--- src/hdl/dtc_pkg.sv ---
// Package for the disk track command engine: codes, geometry, timing.
// Assumes a single 40 MHz clock domain.
package dtc_pkg;
   localparam logic [7:0] CMD_FORMAT = 8'h50;
   localparam logic [7:0] CMD_SEEK = 8'h70;
   localparam logic [7:0] CMD_DIAG = 8'h90;
   localparam logic [7:0] CMD_INIT = 8'h91;
   localparam logic [7:0] CMD_RDMUL = 8'hC4;
   localparam logic [7:0] CMD_SETMUL = 8'hC6;
   localparam logic [3:0] CMD_HI_MASK = 4'hF;
   localparam logic [7:0] DESC_GOOD = 8'h00;
   localparam logic [7:0] DESC_BAD = 8'h80;
   localparam logic [7:0] DESC_ASSIGN = 8'h40;
   localparam logic [7:0] DESC_UNASSIGN = 8'h20;
   localparam logic [7:0] ERR_NONE = 8'h00;
   localparam logic [7:0] ERR_IDNF = 8'h10;
   localparam logic [7:0] ERR_ABORT = 8'h04;
   localparam logic [7:0] ERR_BADBLK = 8'h80;
   localparam logic [7:0] DIAG_OK = 8'h01;
   localparam logic [7:0] DIAG_BUF = 8'h03;
   localparam logic [7:0] DIAG_SLAVE = 8'h80;
   localparam logic [7:0] XLATE_SECTORS = 8'h11;
   localparam logic [3:0] DEF_MAX_HEAD = 4'h3;
   localparam logic [9:0] DEF_CYLS = 10'h267;
   localparam int WORDS_PER_BLOCK = 256;
   localparam int SECT_MAX = 64;
   localparam int CLK_HZ = 40_000_000;
   localparam int DIAG_WAIT_S = 5;
   localparam int DIAG_WAIT_CYC = DIAG_WAIT_S * CLK_HZ;
   typedef struct packed {
      logic [7:0] sector_count;
      logic [7:0] sector_number;
      logic [9:0] cylinder;
      logic [3:0] head;
   } dtc_taskfile_s;
   typedef struct packed {
      logic busy_flag;
      logic data_request_flag;
      logic error;
      logic seek_complete;
   } dtc_status_s;
   typedef enum logic [3:0] {
      ST_IDLE = 4'h0, ST_WAITSEEK = 4'h1, ST_FMT_DATA = 4'h2,
      ST_FMT_APPLY = 4'h3, ST_DIAG = 4'h4, ST_RD_BLOCK = 4'h5,
      ST_RD_XFER = 4'h6, ST_DONE = 4'h7
   } dtc_state_e;
endpackage

--- src/hdl/dtc_engine.sv ---
// Command execution engine for six task-file commands.
// Assumes host logic on ref_clk; slave_passed_line is a pin, synchronised.
`timescale 1ns/1ps
module dtc_engine #(
   parameter int DIAG_WAIT = dtc_pkg::DIAG_WAIT_CYC
) (
   input wire logic ref_clk,
   input wire logic reset,
   input wire logic cmd_write,
   input wire logic [7:0] cmd_code,
   input wire dtc_pkg::dtc_taskfile_s taskfile_in,
   input wire logic is_master,
   input wire logic slave_present,
   input wire logic self_test_fail,
   input wire logic slave_passed_line,
   input wire logic data_write,
   input wire logic [15:0] data_wdata,
   input wire logic data_read,
   input wire logic seek_done,
   input wire logic disk_error,
   input wire logic disk_correctable,
   output dtc_pkg::dtc_status_s status,
   output logic [7:0] error_reg,
   output logic irq,
   output logic [15:0] data_rdata,
   output logic seek_start,
   output logic [9:0] seek_cyl,
   output dtc_pkg::dtc_taskfile_s taskfile_out,
   output logic translate_mode,
   output logic [7:0] sectors_per_track,
   output logic [3:0] max_head
);
   dtc_pkg::dtc_state_e state_ff, nxt_state;
   dtc_pkg::dtc_status_s status_ff;
   dtc_pkg::dtc_taskfile_s tf_ff;
   logic [7:0] err_ff, pend_cmd_ff;
   logic irq_ff, seek_start_ff, seeking_ff, xlate_ff;
   logic [9:0] seek_cyl_ff;
   logic [7:0] spt_ff;
   logic [3:0] mhead_ff;
   logic [4:0] blk_ff;
   logic mul_en_ff;
   logic [8:0] widx_ff;
   logic [7:0] left_ff, inblk_ff;
   logic [31:0] wait_ff;
   logic pd_s1_ff, pd_s2_ff, stop_ff;
   logic [1:0] sect_kind_ff [dtc_pkg::SECT_MAX];
   logic [dtc_pkg::SECT_MAX-1:0] seen_ff, seen_bad;
   logic fmt_bad_ff;
   // Per-sector state: 0 good, 1 bad, 2 redirected; assigned spares counted
   logic [7:0] spares_used_ff;

   wire cmd_go = (state_ff == dtc_pkg::ST_IDLE) && (cmd_write ||
      (pend_cmd_ff != 8'h00)) && !seeking_ff;
   wire [7:0] cur_cmd = cmd_write ? cmd_code : pend_cmd_ff;
   wire [7:0] cur_opc = (cur_cmd[7:4] == 4'hC || cur_cmd[7:4] == 4'h9) ?
      cur_cmd : {cur_cmd[7:4], 4'h0};
   wire cyl_bad = taskfile_in.cylinder >= dtc_pkg::DEF_CYLS;
   wire head_bad = taskfile_in.head > mhead_ff;
   wire [7:0] snum = data_wdata[15:8];
   wire [7:0] desc = data_wdata[7:0];
   wire word_live = widx_ff < {1'b0, spt_ff};
   wire word_bad = word_live && ((snum == 8'h00) || (snum > spt_ff) ||
      seen_ff[snum[5:0]]);
   wire tail_bad = !word_live && (data_wdata != 16'h0000);
   wire blk_ok = taskfile_in.sector_count inside {8'h01, 8'h02, 8'h04,
      8'h08, 8'h10};
   wire [7:0] blk8 = {3'h0, blk_ff};
   wire [7:0] first_n = (left_ff < blk8) ? left_ff : blk8;
   wire diag_timeout = wait_ff >= DIAG_WAIT[31:0];
   wire tgt_bad = seen_bad[tf_ff.sector_number[5:0]];
   wire last_word = widx_ff == 9'(dtc_pkg::WORDS_PER_BLOCK - 1);

   assign status = status_ff;
   assign error_reg = err_ff;
   assign irq = irq_ff;
   assign data_rdata = 16'h0000;
   assign seek_start = seek_start_ff;
   assign seek_cyl = seek_cyl_ff;
   assign taskfile_out = tf_ff;
   assign translate_mode = xlate_ff;
   assign sectors_per_track = spt_ff;
   assign max_head = mhead_ff;

   for (genvar gi = 0; gi < dtc_pkg::SECT_MAX; gi++) begin : g_bad
      assign seen_bad[gi] = sect_kind_ff[gi] == 2'h1;
   end

   // ---------------------------------------------------------------
   // Slave pass line synchroniser
   // ---------------------------------------------------------------
   always_ff @(posedge ref_clk) begin
      pd_s1_ff <= slave_passed_line;
      pd_s2_ff <= pd_s1_ff;
   end

   // ---------------------------------------------------------------
   // Command sequencer
   // ---------------------------------------------------------------
   always_ff @(posedge ref_clk) begin
      if (reset) begin
         state_ff <= dtc_pkg::ST_IDLE;
         status_ff <= '0;
         tf_ff <= '0;
         err_ff <= dtc_pkg::ERR_NONE;
         pend_cmd_ff <= 8'h00;
         irq_ff <= 1'b0;
         seek_start_ff <= 1'b0;
         seeking_ff <= 1'b0;
         seek_cyl_ff <= '0;
         xlate_ff <= 1'b1;
         spt_ff <= dtc_pkg::XLATE_SECTORS;
         mhead_ff <= dtc_pkg::DEF_MAX_HEAD;
         blk_ff <= '0;
         mul_en_ff <= 1'b0;
         widx_ff <= '0;
         left_ff <= '0;
         inblk_ff <= '0;
         wait_ff <= '0;
         stop_ff <= 1'b0;
         seen_ff <= '0;
         fmt_bad_ff <= 1'b0;
         spares_used_ff <= '0;
         for (int i = 0; i < dtc_pkg::SECT_MAX; i++) begin
            sect_kind_ff[i] <= 2'h0;
         end
      end else begin
         irq_ff <= 1'b0;
         seek_start_ff <= 1'b0;
         if (seeking_ff && seek_done) begin
            seeking_ff <= 1'b0;
            status_ff.seek_complete <= 1'b1;
         end
         if (cmd_write && (seeking_ff || state_ff != dtc_pkg::ST_IDLE)) begin
            pend_cmd_ff <= cmd_code;
            status_ff.busy_flag <= 1'b1;
         end
         case (state_ff)
            dtc_pkg::ST_IDLE: begin
               if (cmd_go) begin
                  pend_cmd_ff <= 8'h00;
                  tf_ff <= taskfile_in;
                  status_ff.busy_flag <= 1'b1;
                  status_ff.error <= 1'b0;
                  err_ff <= dtc_pkg::ERR_NONE;
                  case (cur_opc)
                     dtc_pkg::CMD_FORMAT: begin
                        if (cyl_bad || head_bad) begin
                           err_ff <= dtc_pkg::ERR_IDNF;
                           status_ff.error <= 1'b1;
                           state_ff <= dtc_pkg::ST_DONE;
                        end else begin
                           status_ff.data_request_flag <= 1'b1;
                           widx_ff <= '0;
                           seen_ff <= '0;
                           fmt_bad_ff <= 1'b0;
                           state_ff <= dtc_pkg::ST_FMT_DATA;
                        end
                     end
                     dtc_pkg::CMD_SEEK: begin
                        // Sector number never examined
                        if (cyl_bad) begin
                           err_ff <= dtc_pkg::ERR_IDNF;
                           status_ff.error <= 1'b1;
                        end else begin
                           seek_start_ff <= 1'b1;
                           seek_cyl_ff <= taskfile_in.cylinder;
                           seeking_ff <= 1'b1;
                           status_ff.seek_complete <= 1'b0;
                        end
                        state_ff <= dtc_pkg::ST_DONE;
                     end
                     dtc_pkg::CMD_DIAG: begin
                        wait_ff <= '0;
                        state_ff <= dtc_pkg::ST_DIAG;
                     end
                     dtc_pkg::CMD_INIT: begin
                        // Geometry stored unchecked
                        xlate_ff <= taskfile_in.sector_count ==
                           dtc_pkg::XLATE_SECTORS;
                        spt_ff <= taskfile_in.sector_count;
                        mhead_ff <= taskfile_in.head;
                        state_ff <= dtc_pkg::ST_DONE;
                     end
                     dtc_pkg::CMD_SETMUL: begin
                        mul_en_ff <= blk_ok;
                        blk_ff <= blk_ok ? taskfile_in.sector_count[4:0] :
                           5'h00;
                        if (!blk_ok && taskfile_in.sector_count != 8'h00) begin
                           err_ff <= dtc_pkg::ERR_ABORT;
                           status_ff.error <= 1'b1;
                        end
                        state_ff <= dtc_pkg::ST_DONE;
                     end
                     dtc_pkg::CMD_RDMUL: begin
                        if (!mul_en_ff) begin
                           err_ff <= dtc_pkg::ERR_ABORT;
                           status_ff.error <= 1'b1;
                           state_ff <= dtc_pkg::ST_DONE;
                        end else begin
                           left_ff <= taskfile_in.sector_count;
                           stop_ff <= 1'b0;
                           state_ff <= dtc_pkg::ST_RD_BLOCK;
                        end
                     end
                     default: begin
                        err_ff <= dtc_pkg::ERR_ABORT;
                        status_ff.error <= 1'b1;
                        state_ff <= dtc_pkg::ST_DONE;
                     end
                  endcase
               end
            end
            dtc_pkg::ST_FMT_DATA: begin
               if (data_write) begin
                  widx_ff <= widx_ff + 9'h001;
                  if (word_live) begin
                     seen_ff[snum[5:0]] <= 1'b1;
                  end
                  if (word_bad || tail_bad) begin
                     fmt_bad_ff <= 1'b1;
                  end
                  if (last_word) begin
                     status_ff.data_request_flag <= 1'b0;
                     state_ff <= dtc_pkg::ST_FMT_APPLY;
                  end
               end
            end
            dtc_pkg::ST_FMT_APPLY: begin
               if (fmt_bad_ff) begin
                  err_ff <= dtc_pkg::ERR_IDNF;
                  status_ff.error <= 1'b1;
               end
               state_ff <= dtc_pkg::ST_DONE;
            end
            dtc_pkg::ST_DIAG: begin
               wait_ff <= wait_ff + 32'h1;
               if (!is_master || !slave_present || pd_s2_ff ||
                  diag_timeout) begin
                  err_ff <= (self_test_fail ? dtc_pkg::DIAG_BUF :
                     dtc_pkg::DIAG_OK) | ((is_master && slave_present &&
                     !pd_s2_ff) ? dtc_pkg::DIAG_SLAVE : 8'h00);
                  tf_ff <= '0;
                  status_ff.error <= 1'b0;
                  state_ff <= dtc_pkg::ST_DONE;
               end
            end
            dtc_pkg::ST_RD_BLOCK: begin
               if (left_ff == 8'h00 || stop_ff) begin
                  status_ff.busy_flag <= pend_cmd_ff != 8'h00 || cmd_write;
                  state_ff <= dtc_pkg::ST_IDLE;
               end else begin
                  inblk_ff <= first_n;
                  widx_ff <= '0;
                  status_ff.data_request_flag <= 1'b1;
                  status_ff.busy_flag <= 1'b0;
                  irq_ff <= 1'b1;
                  if (disk_error || tgt_bad) begin
                     status_ff.error <= 1'b1;
                     err_ff <= tgt_bad ? dtc_pkg::ERR_BADBLK :
                        dtc_pkg::ERR_IDNF;
                     stop_ff <= !disk_correctable || tgt_bad;
                  end
                  state_ff <= dtc_pkg::ST_RD_XFER;
               end
            end
            dtc_pkg::ST_RD_XFER: begin
               if (data_read) begin
                  widx_ff <= last_word ? 9'h000 : widx_ff + 9'h001;
                  if (last_word) begin
                     inblk_ff <= inblk_ff - 8'h01;
                     left_ff <= left_ff - 8'h01;
                     if (tf_ff.sector_number >= spt_ff) begin
                        tf_ff.sector_number <= 8'h01;
                        if (tf_ff.head >= mhead_ff) begin
                           tf_ff.head <= 4'h0;
                           tf_ff.cylinder <= tf_ff.cylinder + 10'h001;
                        end else begin
                           tf_ff.head <= tf_ff.head + 4'h1;
                        end
                     end else begin
                        tf_ff.sector_number <= tf_ff.sector_number + 8'h01;
                     end
                     if (inblk_ff == 8'h01) begin
                        status_ff.data_request_flag <= 1'b0;
                        status_ff.busy_flag <= 1'b1;
                        state_ff <= dtc_pkg::ST_RD_BLOCK;
                     end
                  end
               end
            end
            dtc_pkg::ST_DONE: begin
               status_ff.busy_flag <= pend_cmd_ff != 8'h00 || cmd_write;
               irq_ff <= 1'b1;
               state_ff <= dtc_pkg::ST_IDLE;
            end
            default: state_ff <= dtc_pkg::ST_IDLE;
         endcase
         // Descriptor effects applied per word as it arrives
         if (state_ff == dtc_pkg::ST_FMT_DATA && data_write && word_live &&
            !word_bad) begin
            case (desc)
               dtc_pkg::DESC_GOOD: sect_kind_ff[snum[5:0]] <= 2'h0;
               dtc_pkg::DESC_BAD: sect_kind_ff[snum[5:0]] <= 2'h1;
               dtc_pkg::DESC_ASSIGN: begin
                  sect_kind_ff[snum[5:0]] <= 2'h2;
                  spares_used_ff <= spares_used_ff + 8'h01;
               end
               dtc_pkg::DESC_UNASSIGN: sect_kind_ff[snum[5:0]] <= 2'h0;
               default: sect_kind_ff[snum[5:0]] <= sect_kind_ff[snum[5:0]];
            endcase
         end
      end
   end
endmodule

--- config.mk ---
export PLATFORM = sky130hd
export DESIGN_NAME = dtc_engine
export DESIGN_NICKNAME = d
export VERILOG_FILES = /design/src/hdl/dtc_pkg.sv /design/src/hdl/dtc_engine.sv
export SDC_FILE = /design/constraint.sdc
export NUM_CORES = 1
export LEC_CHECK = 0
export BUFFER_PORTS_ARGS = -buffer_cell sky130_fd_sc_hd__clkbuf_2
export CAP_MARGIN = 40
export CORE_UTILIZATION = 49
export DETAILED_ROUTE_END_ITERATION = 12
export PLACE_DENSITY = 0.75
export SYNTH_ARGS = -nofsm -noshare
export SYNTH_HDL_FRONTEND = slang
export SYNTH_SLANG_ARGS = --single-unit
--- constraint.sdc ---
create_clock -name ref_clk -period 3.62 [get_ports ref_clk]
set_input_delay 0.181 -clock ref_clk [delete_from_list [all_inputs] [get_ports ref_clk]]
set_output_delay 0.181 -clock ref_clk [all_outputs]
set_load 0.01 [all_outputs]
==> report_table.html, run 1 <==
<table>
<tr><th>Metric</th><th>Value</th></tr>
<tr><th colspan="2">STA</th></tr>
<tr><td>Final sum of negative setup slack</td><td>0 ps</td></tr>
<tr><td>Maximum clock frequency</td><td>295 MHz</td></tr>
<tr><td>RSZ-0062 raised after global routing</td><td>false</td></tr>
<tr><td>Clock period minus worst slack</td><td>3390 ps</td></tr>
<tr><td>Setup violations, final</td><td>0</td></tr>
<tr><td>Slew Limit Headroom</td><td>51.8%</td></tr>
<tr><td>Minimum hold slack</td><td>24.2 ps</td></tr>
<tr><td>Transition time at the pin with the least slew margin</td><td>721 ps</td></tr>
<tr><td>Final worst setup slack</td><td>230 ps</td></tr>
<tr><td>Largest clock skew in the final design</td><td>19.8 ps</td></tr>
<tr><td>Number of max-slew violations in the final report</td><td>0</td></tr>
<tr><td>Period Utilization, post-route</td><td>93.7%</td></tr>
<tr><td>Number of hold-slack violations in the final timing report</td><td>0</td></tr>
<tr><th colspan="2">Job</th></tr>
<tr><td>Max-cap check violation count</td><td>0</td></tr>
<tr><th colspan="2">Place</th></tr>
<tr><td>Post-Place Worst Slack</td><td>101 ps</td></tr>
<tr><td>Dpl cells</td><td>2413</td></tr>
<tr><td>Post-detail-place hpwl</td><td>32.8 mm</td></tr>
<tr><td>Number of port buffers</td><td>129</td></tr>
<tr><td>Gpl congestion</td><td>0.916</td></tr>
<tr><td>Placement-stage cell area</td><td>18300 µm²</td></tr>
<tr><th colspan="2">Clock network</th></tr>
<tr><td>Count of instances resized after the clock tree is built</td><td>0</td></tr>
<tr><td>CTS tree</td><td>built</td></tr>
<tr><td>Number of clock sinks</td><td>335</td></tr>
<tr><td>Total clock buffers created by CTS</td><td>36</td></tr>
<tr><td>Depth of the CTS H-tree</td><td>2</td></tr>
<tr><td>Clock latency reported for the late side of the worst-skew pair</td><td>540 ps</td></tr>
<tr><td>Clock slew at the register clock pins of the worst setup and hold paths</td><td>60 ps</td></tr>
<tr><td>Clk buf depth</td><td>3</td></tr>
<tr><td>Root buffer cell</td><td>sky130_fd_sc_hd__clkbuf_16</td></tr>
<tr><th colspan="2">Worst setup path</th></tr>
<tr><td>Largest fanout on the critical path</td><td>20</td></tr>
<tr><td>RR Endpoint</td><td>sect_kind_ff[57][0]$_SDFFCE_PN0P_</td></tr>
<tr><td>Startpoint of the most critical register-to-register path</td><td>sectors_per_track[1]$_SDFFE_PP0P_</td></tr>
<tr><td>Startpoint type of the worst setup path</td><td>flop</td></tr>
<tr><td>Required time reported for the critical path endpoint</td><td>3930 ps</td></tr>
<tr><td>Critical Path AT</td><td>3700 ps</td></tr>
<tr><td>Setup slack, reg-to-reg</td><td>230 ps</td></tr>
<tr><td>Cell count of the worst reg-to-reg path</td><td>10</td></tr>
<tr><td>Type of the setup path with the least slack</td><td>reg2reg</td></tr>
<tr><td>Endpoint kind of the worst setup timing path</td><td>flop</td></tr>
<tr><th colspan="2">GRT</th></tr>
<tr><td>Busiest layer in global routing</td><td>met2</td></tr>
<tr><td>First-pass GRT wire length</td><td>76.4 mm</td></tr>
<tr><td>Total overflow reported by the global router</td><td>0</td></tr>
<tr><td>Global-route total usage across every layer</td><td>26.5%</td></tr>
<tr><td>Grt met3 use</td><td>4.34%</td></tr>
<tr><td>Met2 usage in global routing</td><td>44.3%</td></tr>
<tr><td>Number of antenna violations at the first check in global routing</td><td>0</td></tr>
<tr><td>Met1 track demand over resource</td><td>33.3%</td></tr>
<tr><td>Vias in the first global route</td><td>14698</td></tr>
<tr><td>Largest net degree at the start of global routing</td><td>91</td></tr>
<tr><th colspan="2">Die</th></tr>
<tr><td>Die ar.</td><td>35900 µm²</td></tr>
<tr><td>Die extent in y</td><td>189 µm</td></tr>
<tr><td>Effective utilization at floorplan</td><td>49.8%</td></tr>
<tr><td>Core region area</td><td>34500 µm²</td></tr>
<tr><td>Ports placed on the boundary</td><td>149</td></tr>
<tr><td>Num rows</td><td>68</td></tr>
<tr><td>Die Span X</td><td>189 µm</td></tr>
<tr><th colspan="2">Drt</th></tr>
<tr><td>Routed Wire Length</td><td>48.6 mm</td></tr>
<tr><td>Vias per cell</td><td>6.18</td></tr>
<tr><td>Initial DRC Count</td><td>1546</td></tr>
<tr><td>Average wire length per cell after detail routing</td><td>19.4 µm</td></tr>
<tr><td>Number of vias after detailed routing</td><td>15482</td></tr>
<tr><td>DRC viols</td><td>0</td></tr>
<tr><td>Total iterations of the first detailed-routing run</td><td>5</td></tr>
<tr><td>Detail Route Antenna Nets</td><td>0</td></tr>
<tr><th colspan="2">Layout</th></tr>
<tr><td>Antenna cells</td><td>0</td></tr>
<tr><td>Biggest regs</td><td>sect_kind_ff x128, seen_ff x64, wait_ff x32</td></tr>
<tr><td>Largest register by flop count</td><td>sect_kind_ff</td></tr>
<tr><td>Relative area change from synthesis to final layout</td><td>14.9%</td></tr>
<tr><td>Cell area after layout</td><td>19800 µm²</td></tr>
<tr><td>Max FFs per register</td><td>128</td></tr>
<tr><td>Share of cells above drive strength 1</td><td>14.0%</td></tr>
<tr><td>Fill count</td><td>3024</td></tr>
<tr><td>Commonest cells after routing, fill and taps aside</td><td>sky130_fd_sc_hd__nand2_1, sky130_fd_sc_hd__nor2_1, sky130_fd_sc_hd__dfxtp_1</td></tr>
<tr><td>Count of placed standard cells in the final layout, fillers left out</td><td>2507</td></tr>
<tr><td>Number of nets in the finished design</td><td>2140</td></tr>
<tr><td>Most common cell after layout, fill and taps aside</td><td>sky130_fd_sc_hd__nand2_1</td></tr>
<tr><th colspan="2">Worst hold path</th></tr>
<tr><td>Launch instance of the worst min-delay path</td><td>taskfile_in[19]</td></tr>
<tr><td>Worst min-delay path endpoint</td><td>taskfile_out[19]$_SDFFE_PP0P_</td></tr>
<tr><td>Hold Crit Class</td><td>in2reg</td></tr>
<tr><td>Worst hold path stage count</td><td>3</td></tr>
<tr><th colspan="2">Pwr</th></tr>
<tr><td>LEAKAGE</td><td>7.26 nW</td></tr>
<tr><td>PD cells</td><td>560 nW/µm²</td></tr>
<tr><td>Peak supply drop</td><td>0.000365 V</td></tr>
<tr><th colspan="2">Logic synthesis</th></tr>
<tr><td>Syn Inst Count</td><td>1910</td></tr>
<tr><td>Fraction of registers with async set/reset</td><td>0%</td></tr>
<tr><td>Synthesized area divided by synthesized cell count</td><td>9.01 µm²</td></tr>
<tr><td>Number of warnings reported in the yosys synthesis log</td><td>0</td></tr>
<tr><td>Cell type contributing the most total cell area after synthesis</td><td>sky130_fd_sc_hd__dfxtp_1</td></tr>
<tr><td>Top flip-flop cell by instance count after synthesis</td><td>sky130_fd_sc_hd__dfxtp_1</td></tr>
<tr><td>Count of flip-flops with a built-in enable after synthesis</td><td>128</td></tr>
<tr><td>Fraction of post-synthesis cell area in the top cell type by area</td><td>24.1%</td></tr>
<tr><td>Largest cells by area after synthesis</td><td>sky130_fd_sc_hd__dfxtp_1, sky130_fd_sc_hd__edfxtp_1, sky130_fd_sc_hd__nand2_1</td></tr>
<tr><td>Post-synthesis instance area</td><td>17200 µm²</td></tr>
<tr><td>#FFs+latches synth</td><td>335</td></tr>
<tr><td>Distinct cell type count after synthesis</td><td>82</td></tr>
<tr><td>Fraction of the yosys area taken by sequential cells</td><td>46.4%</td></tr>
<tr><th colspan="2">Outcome</th></tr>
<tr><td>Result of the run</td><td>completed</td></tr>
</table>
==> kinds of logic after synthesis <==
| logic type | after synthesis | synth area share, % |
|---|---|---|
| DFF | 335 | 46.4 |
| and+or+nand+nor | 761 | 21.7 |
| xor gates and xnor gates | 38 | 1.93 |
| buffers and inverters | 230 | 5.59 |
| AOI/OAI and AO/OA | 460 | 18.4 |
| adders and majority gates | 48 | 3.48 |
| other | 1 | 0.0218 |
| muxes | 37 | 2.47 |
==> per-layer routing <==
layer	part of all wire (%)	routed length [µm]
met1	40	19500
met3	7.7	3720
met4	4.6	2230
met2	48	23200
met5	0	0
==> worst max-delay path: stages (launching register included) <==
cell and delay (ps):
sky130_fd_sc_hd__dfxtp_1 350, sky130_fd_sc_hd__inv_1 140, sky130_fd_sc_hd__ha_1 330, sky130_fd_sc_hd__a21o_1 160, sky130_fd_sc_hd__a21o_1 160, sky130_fd_sc_hd__a211oi_1 240
sky130_fd_sc_hd__o21a_1 260, sky130_fd_sc_hd__and4_2 360, sky130_fd_sc_hd__nand4_1 520, sky130_fd_sc_hd__buf_12 380, sky130_fd_sc_hd__nor4_1 260
==> metrics by stage <==
step	util [%]	power, mW
3_5_place_dp	53.1	7.49
6_report	57.2	11.1
5_1_grt	57.2	11.6
4_1_cts	57.2	11.0
3_3_place_gp	53.0	7.39
2_1_floorplan	-	6.46
==> worst max-delay path by stage <==
stage | startpoint | endpoint | slack (ps) | depth (start not counted)
finish | sectors_per_track[1]$_SDFFE_PP0P_ | sect_kind_ff[57][0]$_SDFFCE_PN0P_ | 230 | 10
global route | sectors_per_track[5]$_SDFFE_PP0P_ | sect_kind_ff[57][0]$_SDFFCE_PN0P_ | 60 | 11
CTS | sectors_per_track[1]$_SDFFE_PP0P_ | sect_kind_ff[57][0]$_SDFFCE_PN0P_ | 240 | 10
detailed placement | data_wdata[10] | sect_kind_ff[57][0]$_SDFFCE_PN0P_ | 100 | 10
global placement | data_wdata[10] | sect_kind_ff[39][0]$_SDFFCE_PN0P_ | 200 | 9
floorplan | sectors_per_track[1]$_SDFFE_PP0P_ | sect_kind_ff[61][0]$_SDFFCE_PN0P_ | 660 | 12
==> what timing repair did <==
action                                  4_1_cts  5_1_grt
endpoints found under the hold margin        38        0
hold buffers                                 31        0
endpoints found under the setup margin        0        0
buffers inserted                              0        0
==> synth_stat cells (all sizes together), types with 23 or more instances <==
cell      n
dfxtp   207
o31ai    29
nor2    206
ha       47
nand3    53
edfxtp  128
nor3     52
nand2   221
o21ai   129
inv      72
buf      44
a21oi    87
a32o     46
nor4     62
and3     25
nand2b   23
clkbuf  113
==> report_power, final <==
group / switching (mW) / internal, mW / leakage (nW)
clock: 1.52 / 2.01 / 0.552
sequential: 0.295 / 4.17 / 3.00
combinational: 2.00 / 1.08 / 3.71
==> layout make-up <==
type | count | area [µm²] | share of cell area [%]
inverters | 73 | 274 | 1.39
clock inverters | 21 | 170 | 0.861
clock buffers | 42 | 943 | 4.77
well taps | 455 | 569 | 2.88
repair buffers | 218 | 1490 | 7.56
flip-flops and latches | 335 | 7990 | 40.4
multi-input cells | 1363 | 8330 | 42.1
Note: power is estimated with default switching activity, not from simulation.
==> run 2: changes to the inputs <==
- CELL_PAD_IN_SITES_DETAIL_PLACEMENT: default -> 1
- CELL_PAD_IN_SITES_GLOBAL_PLACEMENT: default -> 2
- CORE_UTILIZATION: 49 -> 38
- PLACE_DENSITY: 0.75 -> 0.88
==> report_table.html, run 2 (synthesized netlist as in run 1, its figures left out) <==
<table>
<tr><th>Metric</th><th>Value</th></tr>
<tr><th colspan="2">STA</th></tr>
<tr><td>Maximum clock frequency</td><td>293 MHz (was 295 MHz)</td></tr>
<tr><td>Slew Limit Headroom</td><td>43.5% (was 51.8%)</td></tr>
<tr><td>Final sum of negative setup slack</td><td>0 ps (unchanged)</td></tr>
<tr><td>RSZ-0062 raised after global routing</td><td>false (unchanged)</td></tr>
<tr><td>Number of hold-slack violations in the final timing report</td><td>0 (unchanged)</td></tr>
<tr><td>Transition time at the pin with the least slew margin</td><td>840 ps (was 721 ps)</td></tr>
<tr><td>Largest clock skew in the final design</td><td>21.9 ps (was 19.8 ps)</td></tr>
<tr><td>Number of max-slew violations in the final report</td><td>0 (unchanged)</td></tr>
<tr><td>Clock period minus worst slack</td><td>3410 ps (was 3390 ps)</td></tr>
<tr><td>Period Utilization, post-route</td><td>94.1% (was 93.7%)</td></tr>
<tr><td>Setup violations, final</td><td>0 (unchanged)</td></tr>
<tr><th colspan="2">Layout</th></tr>
<tr><td>Max FFs per register</td><td>128 (unchanged)</td></tr>
<tr><td>Area occupied by multi-input gates</td><td>8330 µm² (unchanged)</td></tr>
<tr><td>Commonest cells after routing, fill and taps aside</td><td>sky130_fd_sc_hd__nand2_1, sky130_fd_sc_hd__nor2_1, sky130_fd_sc_hd__dfxtp_1 (unchanged)</td></tr>
<tr><td>Final cell utilization of the core</td><td>45.2% (was 57.2%)</td></tr>
<tr><td>Largest register by flop count</td><td>sect_kind_ff (unchanged)</td></tr>
<tr><td>Share of cells above drive strength 1</td><td>14.0% (about the same)</td></tr>
<tr><td>Count of placed standard cells in the final layout, fillers left out</td><td>2653 (was 2507)</td></tr>
<tr><td>Number of nets in the finished design</td><td>2147 (was 2140)</td></tr>
<tr><td>Most common cell after layout, fill and taps aside</td><td>sky130_fd_sc_hd__nand2_1 (unchanged)</td></tr>
<tr><td>Total area of sequential cells</td><td>7990 µm² (unchanged)</td></tr>
<tr><td>Cell area after layout</td><td>20100 µm² (was 19800 µm²)</td></tr>
<tr><td>Fill count</td><td>5114 (was 3024)</td></tr>
<tr><td>Biggest regs</td><td>sect_kind_ff x128, seen_ff x64, wait_ff x32 (unchanged)</td></tr>
<tr><td>Antenna cells</td><td>0 (unchanged)</td></tr>
<tr><td>Relative area change from synthesis to final layout</td><td>16.6% (was 14.9%)</td></tr>
<tr><th colspan="2">Clock network</th></tr>
<tr><td>Depth of the CTS H-tree</td><td>2 (unchanged)</td></tr>
<tr><td>Root buffer cell</td><td>sky130_fd_sc_hd__clkbuf_16 (unchanged)</td></tr>
<tr><td>Clk buf depth</td><td>3 (unchanged)</td></tr>
<tr><td>Total clock buffers created by CTS</td><td>39 (was 36)</td></tr>
<tr><td>Number of clock sinks</td><td>335 (unchanged)</td></tr>
<tr><td>Clock latency reported for the late side of the worst-skew pair</td><td>560 ps (was 540 ps)</td></tr>
<tr><td>Count of instances resized after the clock tree is built</td><td>0 (unchanged)</td></tr>
<tr><td>CTS tree</td><td>built (unchanged)</td></tr>
<tr><td>Clock slew at the register clock pins of the worst setup and hold paths</td><td>60 ps (about the same)</td></tr>
<tr><th colspan="2">Die</th></tr>
<tr><td>Die Span X</td><td>215 µm (was 189 µm)</td></tr>
<tr><td>Effective utilization at floorplan</td><td>38.7% (was 49.8%)</td></tr>
<tr><td>Die extent in y</td><td>215 µm (was 189 µm)</td></tr>
<tr><td>Ports placed on the boundary</td><td>149 (unchanged)</td></tr>
<tr><td>Core region area</td><td>44400 µm² (was 34500 µm²)</td></tr>
<tr><td>Num rows</td><td>77 (was 68)</td></tr>
<tr><td>Die ar.</td><td>46100 µm² (was 35900 µm²)</td></tr>
<tr><th colspan="2">Pwr</th></tr>
<tr><td>Final total power</td><td>11.5 mW (was 11.1 mW)</td></tr>
<tr><td>PD cells</td><td>575 nW/µm² (was 560 nW/µm²)</td></tr>
<tr><td>LEAKAGE</td><td>7.31 nW (was 7.26 nW)</td></tr>
<tr><td>Peak supply drop</td><td>0.000291 V (was 0.000365 V)</td></tr>
<tr><th colspan="2">GRT</th></tr>
<tr><td>Largest net degree at the start of global routing</td><td>119 (was 91)</td></tr>
<tr><td>Vias in the first global route</td><td>15631 (was 14698)</td></tr>
<tr><td>Total overflow reported by the global router</td><td>0 (unchanged)</td></tr>
<tr><td>Global-route total usage across every layer</td><td>23.9% (was 26.5%)</td></tr>
<tr><td>Number of antenna violations at the first check in global routing</td><td>1 (was 0)</td></tr>
<tr><td>First-pass GRT wire length</td><td>87.9 mm (was 76.4 mm)</td></tr>
<tr><th colspan="2">Place</th></tr>
<tr><td>Number of port buffers</td><td>129 (unchanged)</td></tr>
<tr><td>Placement-stage cell area</td><td>18500 µm² (was 18300 µm²)</td></tr>
<tr><td>Gpl congestion</td><td>0.892 (was 0.916)</td></tr>
<tr><td>Dpl cells</td><td>2549 (was 2413)</td></tr>
<tr><td>Post-detail-place hpwl</td><td>38.6 mm (was 32.8 mm)</td></tr>
<tr><th colspan="2">Drt</th></tr>
<tr><td>Detail Route Antenna Nets</td><td>0 (unchanged)</td></tr>
<tr><td>Total iterations of the first detailed-routing run</td><td>7 (was 5)</td></tr>
<tr><td>Initial DRC Count</td><td>1072 (was 1546)</td></tr>
<tr><td>DRC viols</td><td>0 (unchanged)</td></tr>
<tr><td>Number of vias after detailed routing</td><td>15417 (was 15482)</td></tr>
<tr><td>Average wire length per cell after detail routing</td><td>21.1 µm (was 19.4 µm)</td></tr>
<tr><td>Routed Wire Length</td><td>56.1 mm (was 48.6 mm)</td></tr>
<tr><td>Vias per cell</td><td>5.81 (was 6.18)</td></tr>
<tr><th colspan="2">Worst setup path</th></tr>
<tr><td>Slowest cell delay on critical path</td><td>450 ps (was 520 ps)</td></tr>
<tr><td>Series of cell instances along the critical path</td><td>inv_1 &gt; ha_1 &gt; a21o_1 &gt; a21o_1 &gt; a211oi_1 &gt; o21a_1 &gt; and4_2 &gt; o2111ai_4 &gt; buf_12 &gt; o31ai_1 (was inv_1 &gt; ha_1 &gt; a21o_1 &gt; a21o_1 &gt; a211oi_1 &gt; o21a_1 &gt; and4_2 &gt; nand4_1 &gt; buf_12 &gt; nor4_1)</td></tr>
<tr><td>Crit path max-delay cell type</td><td>sky130_fd_sc_hd__o31ai_1 (was sky130_fd_sc_hd__nand4_1)</td></tr>
<tr><td>Critical Path AT</td><td>3620 ps (was 3700 ps)</td></tr>
<tr><td>Number of buffer and inverter stages on the critical path</td><td>2 (unchanged)</td></tr>
<tr><td>Largest fanout on the critical path</td><td>118 (was 20)</td></tr>
<tr><td>Required time reported for the critical path endpoint</td><td>3830 ps (was 3930 ps)</td></tr>
<tr><td>Type of the setup path with the least slack</td><td>reg2reg (unchanged)</td></tr>
<tr><td>CP top delay family</td><td>compound AO/OA/AOI/OAI gates (was simple AND/OR/NAND/NOR gates)</td></tr>
<tr><td>Setup slack, reg-to-reg</td><td>210 ps (was 230 ps)</td></tr>
<tr><td>Endpoint kind of the worst setup timing path</td><td>flop (unchanged)</td></tr>
<tr><td>Startpoint type of the worst setup path</td><td>flop (unchanged)</td></tr>
<tr><td>Cell repeated most along the worst path</td><td>sky130_fd_sc_hd__a21o_1 (unchanged)</td></tr>
<tr><th colspan="2">Worst hold path</th></tr>
<tr><td>Hold Crit Class</td><td>in2reg (unchanged)</td></tr>
<tr><th colspan="2">Job</th></tr>
<tr><td>Max-cap check violation count</td><td>0 (unchanged)</td></tr>
<tr><th colspan="2">Outcome</th></tr>
<tr><td>Result of the run</td><td>completed (unchanged)</td></tr>
</table>
-- run 2: report_power, final --
group	switching (mW)	leakage (nW)	internal, mW	total [mW]
Clock	1.62	0.611	2.26	3.88
Sequential	0.326	3.00	4.17	4.49
Combinational	2.07	3.70	1.10	3.16
-- run 2: area by class of cell --
cell class	instances	area share, %
Multi-Input combinational cell	1363	41.5
Sequential cell	335	39.8
Timing Repair Buffer	222	7.47
Clock buffer	51	5.45
Tap cell	592	3.69
Inverter	73	1.37
Clock inverter	17	0.661
-- run 2: per-layer routing --
layer | routed length [µm] | GRT usage [%] | up-vias
li1 | - | - | 7198
met1 | 24100 | 30.7 | 7719
met2 | 27500 | 41.0 | 405
met3 | 2950 | 3.74 | 95
met4 | 1560 | 7.43 | 0
met5 | 0 | 0 | -
-- run 2: tightest hold or removal path: stages --
cell and delay (ps):
sky130_fd_sc_hd__clkbuf_2 110, sky130_fd_sc_hd__nand2_1 60, sky130_fd_sc_hd__o31ai_1 60, sky130_fd_sc_hd__nand2_1 60
sky130_fd_sc_hd__a21oi_1 50
-- run 2: per-stage QoR --
stage	setup slack (ps)	hold slack, ps
2_1_floorplan	661	209
3_3_place_gp	355	288
3_5_place_dp	173	286
4_1_cts	258	7.54
5_1_grt	65.6	39.7
6_report	212	34.0
-- run 2: repair_timing --
action / CTS / global route
hold endpoints to repair: 45 / 0
hold buffers: 36 / 0
setup buffers: 0 / 0
-- run 2: final timing paths --
check                                      end                         startpoint  depth (start not counted)
min reg2reg                   pd_s2_ff$_DFF_P_                   pd_s1_ff$_DFF_P_                          0
max          sect_kind_ff[18][1]$_SDFFCE_PN0P_  sectors_per_track[1]$_SDFFE_PP0P_                         10
min              taskfile_out[21]$_SDFFE_PP0P_                    taskfile_in[21]                          5
max reg2reg  sect_kind_ff[18][1]$_SDFFCE_PN0P_  sectors_per_track[1]$_SDFFE_PP0P_                         10
==> run 3: changes to the inputs <==
- CORE_UTILIZATION: 38 -> 34
- PLACE_DENSITY: 0.88 -> 0.84
- clock period: 3.62 -> 2.79 ns (I/O delays scaled with it)
==> report_table.html, run 3 (synthesized netlist as in run 1, its figures left out) <==
<table>
<tr><th>Metric</th><th>Value</th></tr>
<tr><th colspan="2">Outcome</th></tr>
<tr><td>Result of the run</td><td>finished, violations left (was completed)</td></tr>
<tr><td>Violated checks</td><td>negative setup slack</td></tr>
<tr><th colspan="2">Clock network</th></tr>
<tr><td>Number of clock sinks</td><td>335 (unchanged)</td></tr>
<tr><td>Root buffer cell</td><td>sky130_fd_sc_hd__clkbuf_16 (unchanged)</td></tr>
<tr><td>CTS tree</td><td>built (unchanged)</td></tr>
<tr><td>Depth of the CTS H-tree</td><td>2 (unchanged)</td></tr>
<tr><td>Clock latency reported for the late side of the worst-skew pair</td><td>590 ps (was 560 ps)</td></tr>
<tr><td>Total clock buffers created by CTS</td><td>41 (was 39)</td></tr>
<tr><td>Clk buf depth</td><td>3 (unchanged)</td></tr>
<tr><td>Clock slew at the register clock pins of the worst setup and hold paths</td><td>60 ps (about the same)</td></tr>
<tr><th colspan="2">Drt</th></tr>
<tr><td>Number of vias after detailed routing</td><td>16188 (was 15417)</td></tr>
<tr><td>DRC viols</td><td>0 (unchanged)</td></tr>
<tr><td>Detail Route Antenna Nets</td><td>0 (unchanged)</td></tr>
<tr><td>Total iterations of the first detailed-routing run</td><td>5 (was 7)</td></tr>
<tr><td>Average wire length per cell after detail routing</td><td>22.0 µm (was 21.1 µm)</td></tr>
<tr><td>Routed Wire Length</td><td>63.1 mm (was 56.1 mm)</td></tr>
<tr><td>Vias per cell</td><td>5.65 (was 5.81)</td></tr>
<tr><td>Initial DRC Count</td><td>1091 (was 1072)</td></tr>
<tr><th colspan="2">Layout</th></tr>
<tr><td>Area occupied by multi-input gates</td><td>9300 µm² (was 8330 µm²)</td></tr>
<tr><td>Final cell utilization of the core</td><td>45.0% (was 45.2%)</td></tr>
<tr><td>Count of placed standard cells in the final layout, fillers left out</td><td>2865 (was 2653)</td></tr>
<tr><td>Total area of sequential cells</td><td>8000 µm² (was 7990 µm²)</td></tr>
<tr><td>Relative area change from synthesis to final layout</td><td>31.1% (was 16.6%)</td></tr>
<tr><td>Antenna cells</td><td>0 (unchanged)</td></tr>
<tr><td>Commonest cells after routing, fill and taps aside</td><td>sky130_fd_sc_hd__nand2_1, sky130_fd_sc_hd__nor2_1, sky130_fd_sc_hd__dfxtp_1 (unchanged)</td></tr>
<tr><td>Most common cell after layout, fill and taps aside</td><td>sky130_fd_sc_hd__nand2_1 (unchanged)</td></tr>
<tr><td>Largest register by flop count</td><td>sect_kind_ff (unchanged)</td></tr>
<tr><td>Max FFs per register</td><td>128 (unchanged)</td></tr>
<tr><td>Number of nets in the finished design</td><td>2277 (was 2147)</td></tr>
<tr><td>Biggest regs</td><td>sect_kind_ff x128, seen_ff x64, wait_ff x32 (unchanged)</td></tr>
<tr><td>Share of cells above drive strength 1</td><td>23.6% (was 14.0%)</td></tr>
<tr><td>Cell area after layout</td><td>22500 µm² (was 20100 µm²)</td></tr>
<tr><td>Fill count</td><td>5713 (was 5114)</td></tr>
<tr><th colspan="2">STA</th></tr>
<tr><td>Number of max-slew violations in the final report</td><td>0 (unchanged)</td></tr>
<tr><td>RSZ-0062 raised after global routing</td><td>true (was false)</td></tr>
<tr><td>Maximum clock frequency</td><td>348 MHz (was 293 MHz)</td></tr>
<tr><td>Period Utilization, post-route</td><td>103% (was 94.1%)</td></tr>
<tr><td>Transition time at the pin with the least slew margin</td><td>1100 ps (was 840 ps)</td></tr>
<tr><td>Final sum of negative setup slack</td><td>-4810 ps (was 0 ps)</td></tr>
<tr><td>Final worst setup slack</td><td>-84.5 ps (was 212 ps)</td></tr>
<tr><td>Clock period minus worst slack</td><td>2870 ps (was 3410 ps)</td></tr>
<tr><td>Largest clock skew in the final design</td><td>33.1 ps (was 21.9 ps)</td></tr>
<tr><td>Setup violations, final</td><td>126 (was 0)</td></tr>
<tr><td>Number of hold-slack violations in the final timing report</td><td>0 (unchanged)</td></tr>
<tr><td>Slew Limit Headroom</td><td>26.3% (was 43.5%)</td></tr>
<tr><th colspan="2">Pwr</th></tr>
<tr><td>Power share of the clock group</td><td>33.7% (was 33.6%)</td></tr>
<tr><td>Net switching power of the design</td><td>5.63 mW (was 4.01 mW)</td></tr>
<tr><td>Int Pwr</td><td>10.5 mW (was 7.53 mW)</td></tr>
<tr><td>Peak supply drop</td><td>0.000423 V (was 0.000291 V)</td></tr>
<tr><td>Fraction of power consumed by combinational cells</td><td>30.6% (was 27.4%)</td></tr>
<tr><td>PD cells</td><td>714 nW/µm² (was 575 nW/µm²)</td></tr>
<tr><td>Portion of total power attributed to sequential cells</td><td>35.8% (was 38.9%)</td></tr>
<tr><td>Sw Ratio</td><td>35.0% (was 34.8%)</td></tr>
<tr><td>Final total power</td><td>16.1 mW (was 11.5 mW)</td></tr>
<tr><td>LEAKAGE</td><td>8.39 nW (was 7.31 nW)</td></tr>
<tr><th colspan="2">Worst setup path</th></tr>
<tr><td>Cell repeated most along the worst path</td><td>sky130_fd_sc_hd__a21o_1 (unchanged)</td></tr>
<tr><td>RR Endpoint</td><td>sect_kind_ff[19][0]$_SDFFCE_PN0P_ (was sect_kind_ff[18][1]$_SDFFCE_PN0P_)</td></tr>
<tr><td>Largest fanout on the critical path</td><td>16 (was 118)</td></tr>
<tr><td>Endpoint kind of the worst setup timing path</td><td>flop (unchanged)</td></tr>
<tr><td>Type of the setup path with the least slack</td><td>reg2reg (unchanged)</td></tr>
<tr><td>Number of buffer and inverter stages on the critical path</td><td>3 (was 2)</td></tr>
<tr><td>Crit path max-delay cell type</td><td>sky130_fd_sc_hd__dfxtp_2 (was sky130_fd_sc_hd__o31ai_1)</td></tr>
<tr><td>Series of cell instances along the critical path</td><td>inv_1 &gt; ha_1 &gt; a21o_1 &gt; a21o_1 &gt; a211oi_2 &gt; o21a_1 &gt; and4_4 &gt; o2111ai_4 &gt; buf_8 &gt; buf_16 &gt; o21ai_2 (was inv_1 &gt; ha_1 &gt; a21o_1 &gt; a21o_1 &gt; a211oi_1 &gt; o21a_1 &gt; and4_2 &gt; o2111ai_4 &gt; buf_12 &gt; o31ai_1)</td></tr>
<tr><td>CP top delay family</td><td>compound AO/OA/AOI/OAI gates (unchanged)</td></tr>
<tr><td>Startpoint of the most critical register-to-register path</td><td>sectors_per_track[1]$_SDFFE_PP0P_ (unchanged)</td></tr>
<tr><td>Startpoint type of the worst setup path</td><td>flop (unchanged)</td></tr>
<tr><td>Cell count of the worst reg-to-reg path</td><td>11 (was 10)</td></tr>
<tr><td>Critical Path AT</td><td>3150 ps (was 3620 ps)</td></tr>
<tr><td>Setup slack, reg-to-reg</td><td>-80 ps (was 210 ps)</td></tr>
<tr><td>Required time reported for the critical path endpoint</td><td>3070 ps (was 3830 ps)</td></tr>
<tr><td>Slowest cell delay on critical path</td><td>320 ps (was 450 ps)</td></tr>
<tr><th colspan="2">Place</th></tr>
<tr><td>Number of port buffers</td><td>129 (unchanged)</td></tr>
<tr><td>Placement-stage cell area</td><td>19500 µm² (was 18500 µm²)</td></tr>
<tr><td>Post-detail-place hpwl</td><td>40.8 mm (was 38.6 mm)</td></tr>
<tr><td>Gpl congestion</td><td>0.912 (was 0.892)</td></tr>
<tr><td>Dpl cells</td><td>2734 (was 2549)</td></tr>
<tr><th colspan="2">Die</th></tr>
<tr><td>Ports placed on the boundary</td><td>149 (unchanged)</td></tr>
<tr><td>Core region area</td><td>50100 µm² (was 44400 µm²)</td></tr>
<tr><td>Effective utilization at floorplan</td><td>34.4% (was 38.7%)</td></tr>
<tr><td>Die ar.</td><td>51500 µm² (was 46100 µm²)</td></tr>
<tr><td>Die Span X</td><td>227 µm (was 215 µm)</td></tr>
<tr><td>Num rows</td><td>82 (was 77)</td></tr>
<tr><td>Die extent in y</td><td>227 µm (was 215 µm)</td></tr>
<tr><th colspan="2">GRT</th></tr>
<tr><td>Number of antenna violations at the first check in global routing</td><td>0 (was 1)</td></tr>
<tr><td>Global-route total usage across every layer</td><td>23.3% (was 23.9%)</td></tr>
<tr><td>Vias in the first global route</td><td>16448 (was 15631)</td></tr>
<tr><td>First-pass GRT wire length</td><td>93.1 mm (was 87.9 mm)</td></tr>
<tr><td>Largest net degree at the start of global routing</td><td>78 (was 119)</td></tr>
<tr><td>Total overflow reported by the global router</td><td>0 (unchanged)</td></tr>
<tr><th colspan="2">Job</th></tr>
<tr><td>Max-cap check violation count</td><td>0 (unchanged)</td></tr>
<tr><th colspan="2">Worst hold path</th></tr>
<tr><td>Hold Crit Class</td><td>in2reg (unchanged)</td></tr>
<tr><td>Worst hold path stage count</td><td>5 (unchanged)</td></tr>
<tr><td>Launch instance of the worst min-delay path</td><td>taskfile_in[17] (was taskfile_in[21])</td></tr>
<tr><td>Worst min-delay path endpoint</td><td>taskfile_out[17]$_SDFFE_PP0P_ (was taskfile_out[21]$_SDFFE_PP0P_)</td></tr>
</table>
## run 3: changes by cell type in the layout (fill, tap and decap cells not counted), moves of 12 or more
| cell | change |
|---|---|
| sky130_fd_sc_hd__nor4_1 | -31 |
| sky130_fd_sc_hd__o31ai_4 | +24 |
| sky130_fd_sc_hd__buf_4 | +89 |
| sky130_fd_sc_hd__o31ai_1 | -21 |
| sky130_fd_sc_hd__o21ai_4 | +16 |
| sky130_fd_sc_hd__o21ai_2 | +18 |
| sky130_fd_sc_hd__nor4_4 | +14 |
| sky130_fd_sc_hd__nor4_2 | +17 |
| sky130_fd_sc_hd__o21ai_0 | -33 |
| sky130_fd_sc_hd__buf_12 | +12 |
## run 3: stage by stage
step	hold slack [ps]	setup slack (ps)
after floorplan	167	-8.93
after global placement	247	-143
after detailed placement	249	-276
after CTS	1.03	-74.4
after global routing	44.8	-200
final	45.9	-84.5
## run 3: power by group through the flow
stage          clock (mW)  combinational [mW]  sequential, mW
2_1_floorplan           0                2.58            5.81
3_3_place_gp            0                4.44            5.82
3_5_place_dp            0                4.57            5.84
4_1_cts              5.51                4.74            5.74
5_1_grt              5.72                5.32            5.80
6_report             5.42                4.92            5.76
## run 3: how the worst max path moves through the flow
stage                                                 start                           endpoint  slack, ps  cells past startpoint
after floorplan           sectors_per_track[5]$_SDFFE_PP0P_   sect_kind_ff[5][0]$_SDFFCE_PN0P_         -9                     12
after global placement                       data_wdata[10]  sect_kind_ff[35][0]$_SDFFCE_PN0P_       -140                     12
after detailed placement                      data_wdata[8]  sect_kind_ff[38][1]$_SDFFCE_PN0P_       -280                      9
after CTS                          seen_ff[52]$_SDFFE_PP0P_  sect_kind_ff[11][0]$_SDFFCE_PN0P_        -70                      9
after global routing               seen_ff[53]$_SDFFE_PP0P_  sect_kind_ff[35][0]$_SDFFCE_PN0P_       -200                     10
final                     sectors_per_track[1]$_SDFFE_PP0P_  sect_kind_ff[19][0]$_SDFFCE_PN0P_        -80                     11
## run 3: cell type report
cell class,count,share of cell area [%]
Clock buffer,61,5.11
Tap cell,672,3.73
Sequential cell,335,35.5
Inverter,73,1.22
Timing Repair Buffer,350,12.4
Clock inverter,11,0.805
Multi-Input combinational cell,1363,41.3
## run 3: tightest hold or removal path: stages
cell	delay, ps
sky130_fd_sc_hd__clkbuf_2	120
sky130_fd_sc_hd__nand2_1	80
sky130_fd_sc_hd__o31ai_1	70
sky130_fd_sc_hd__a22oi_1	90
sky130_fd_sc_hd__nor2_1	80
## run 3: repair_timing
action	4_1_cts	5_1_grt
pin swaps	20	23
resized for setup	127	107
hold buffers	42	0
hold endpoints to repair	78	0
setup endpoints to repair	200	272
setup buffers	3	3
gates cloned	3	6
## run 3: per-layer routing
metal | vias to the layer above | global-route usage [%] | share of wire [%]
met3 | 102 | 3.07 | 5.4
li1 | 7492 | - | -
met2 | 433 | 40.0 | 50
met1 | 8161 | 30.1 | 43
met4 | 0 | 7.19 | 2.3
met5 | - | 0 | 0
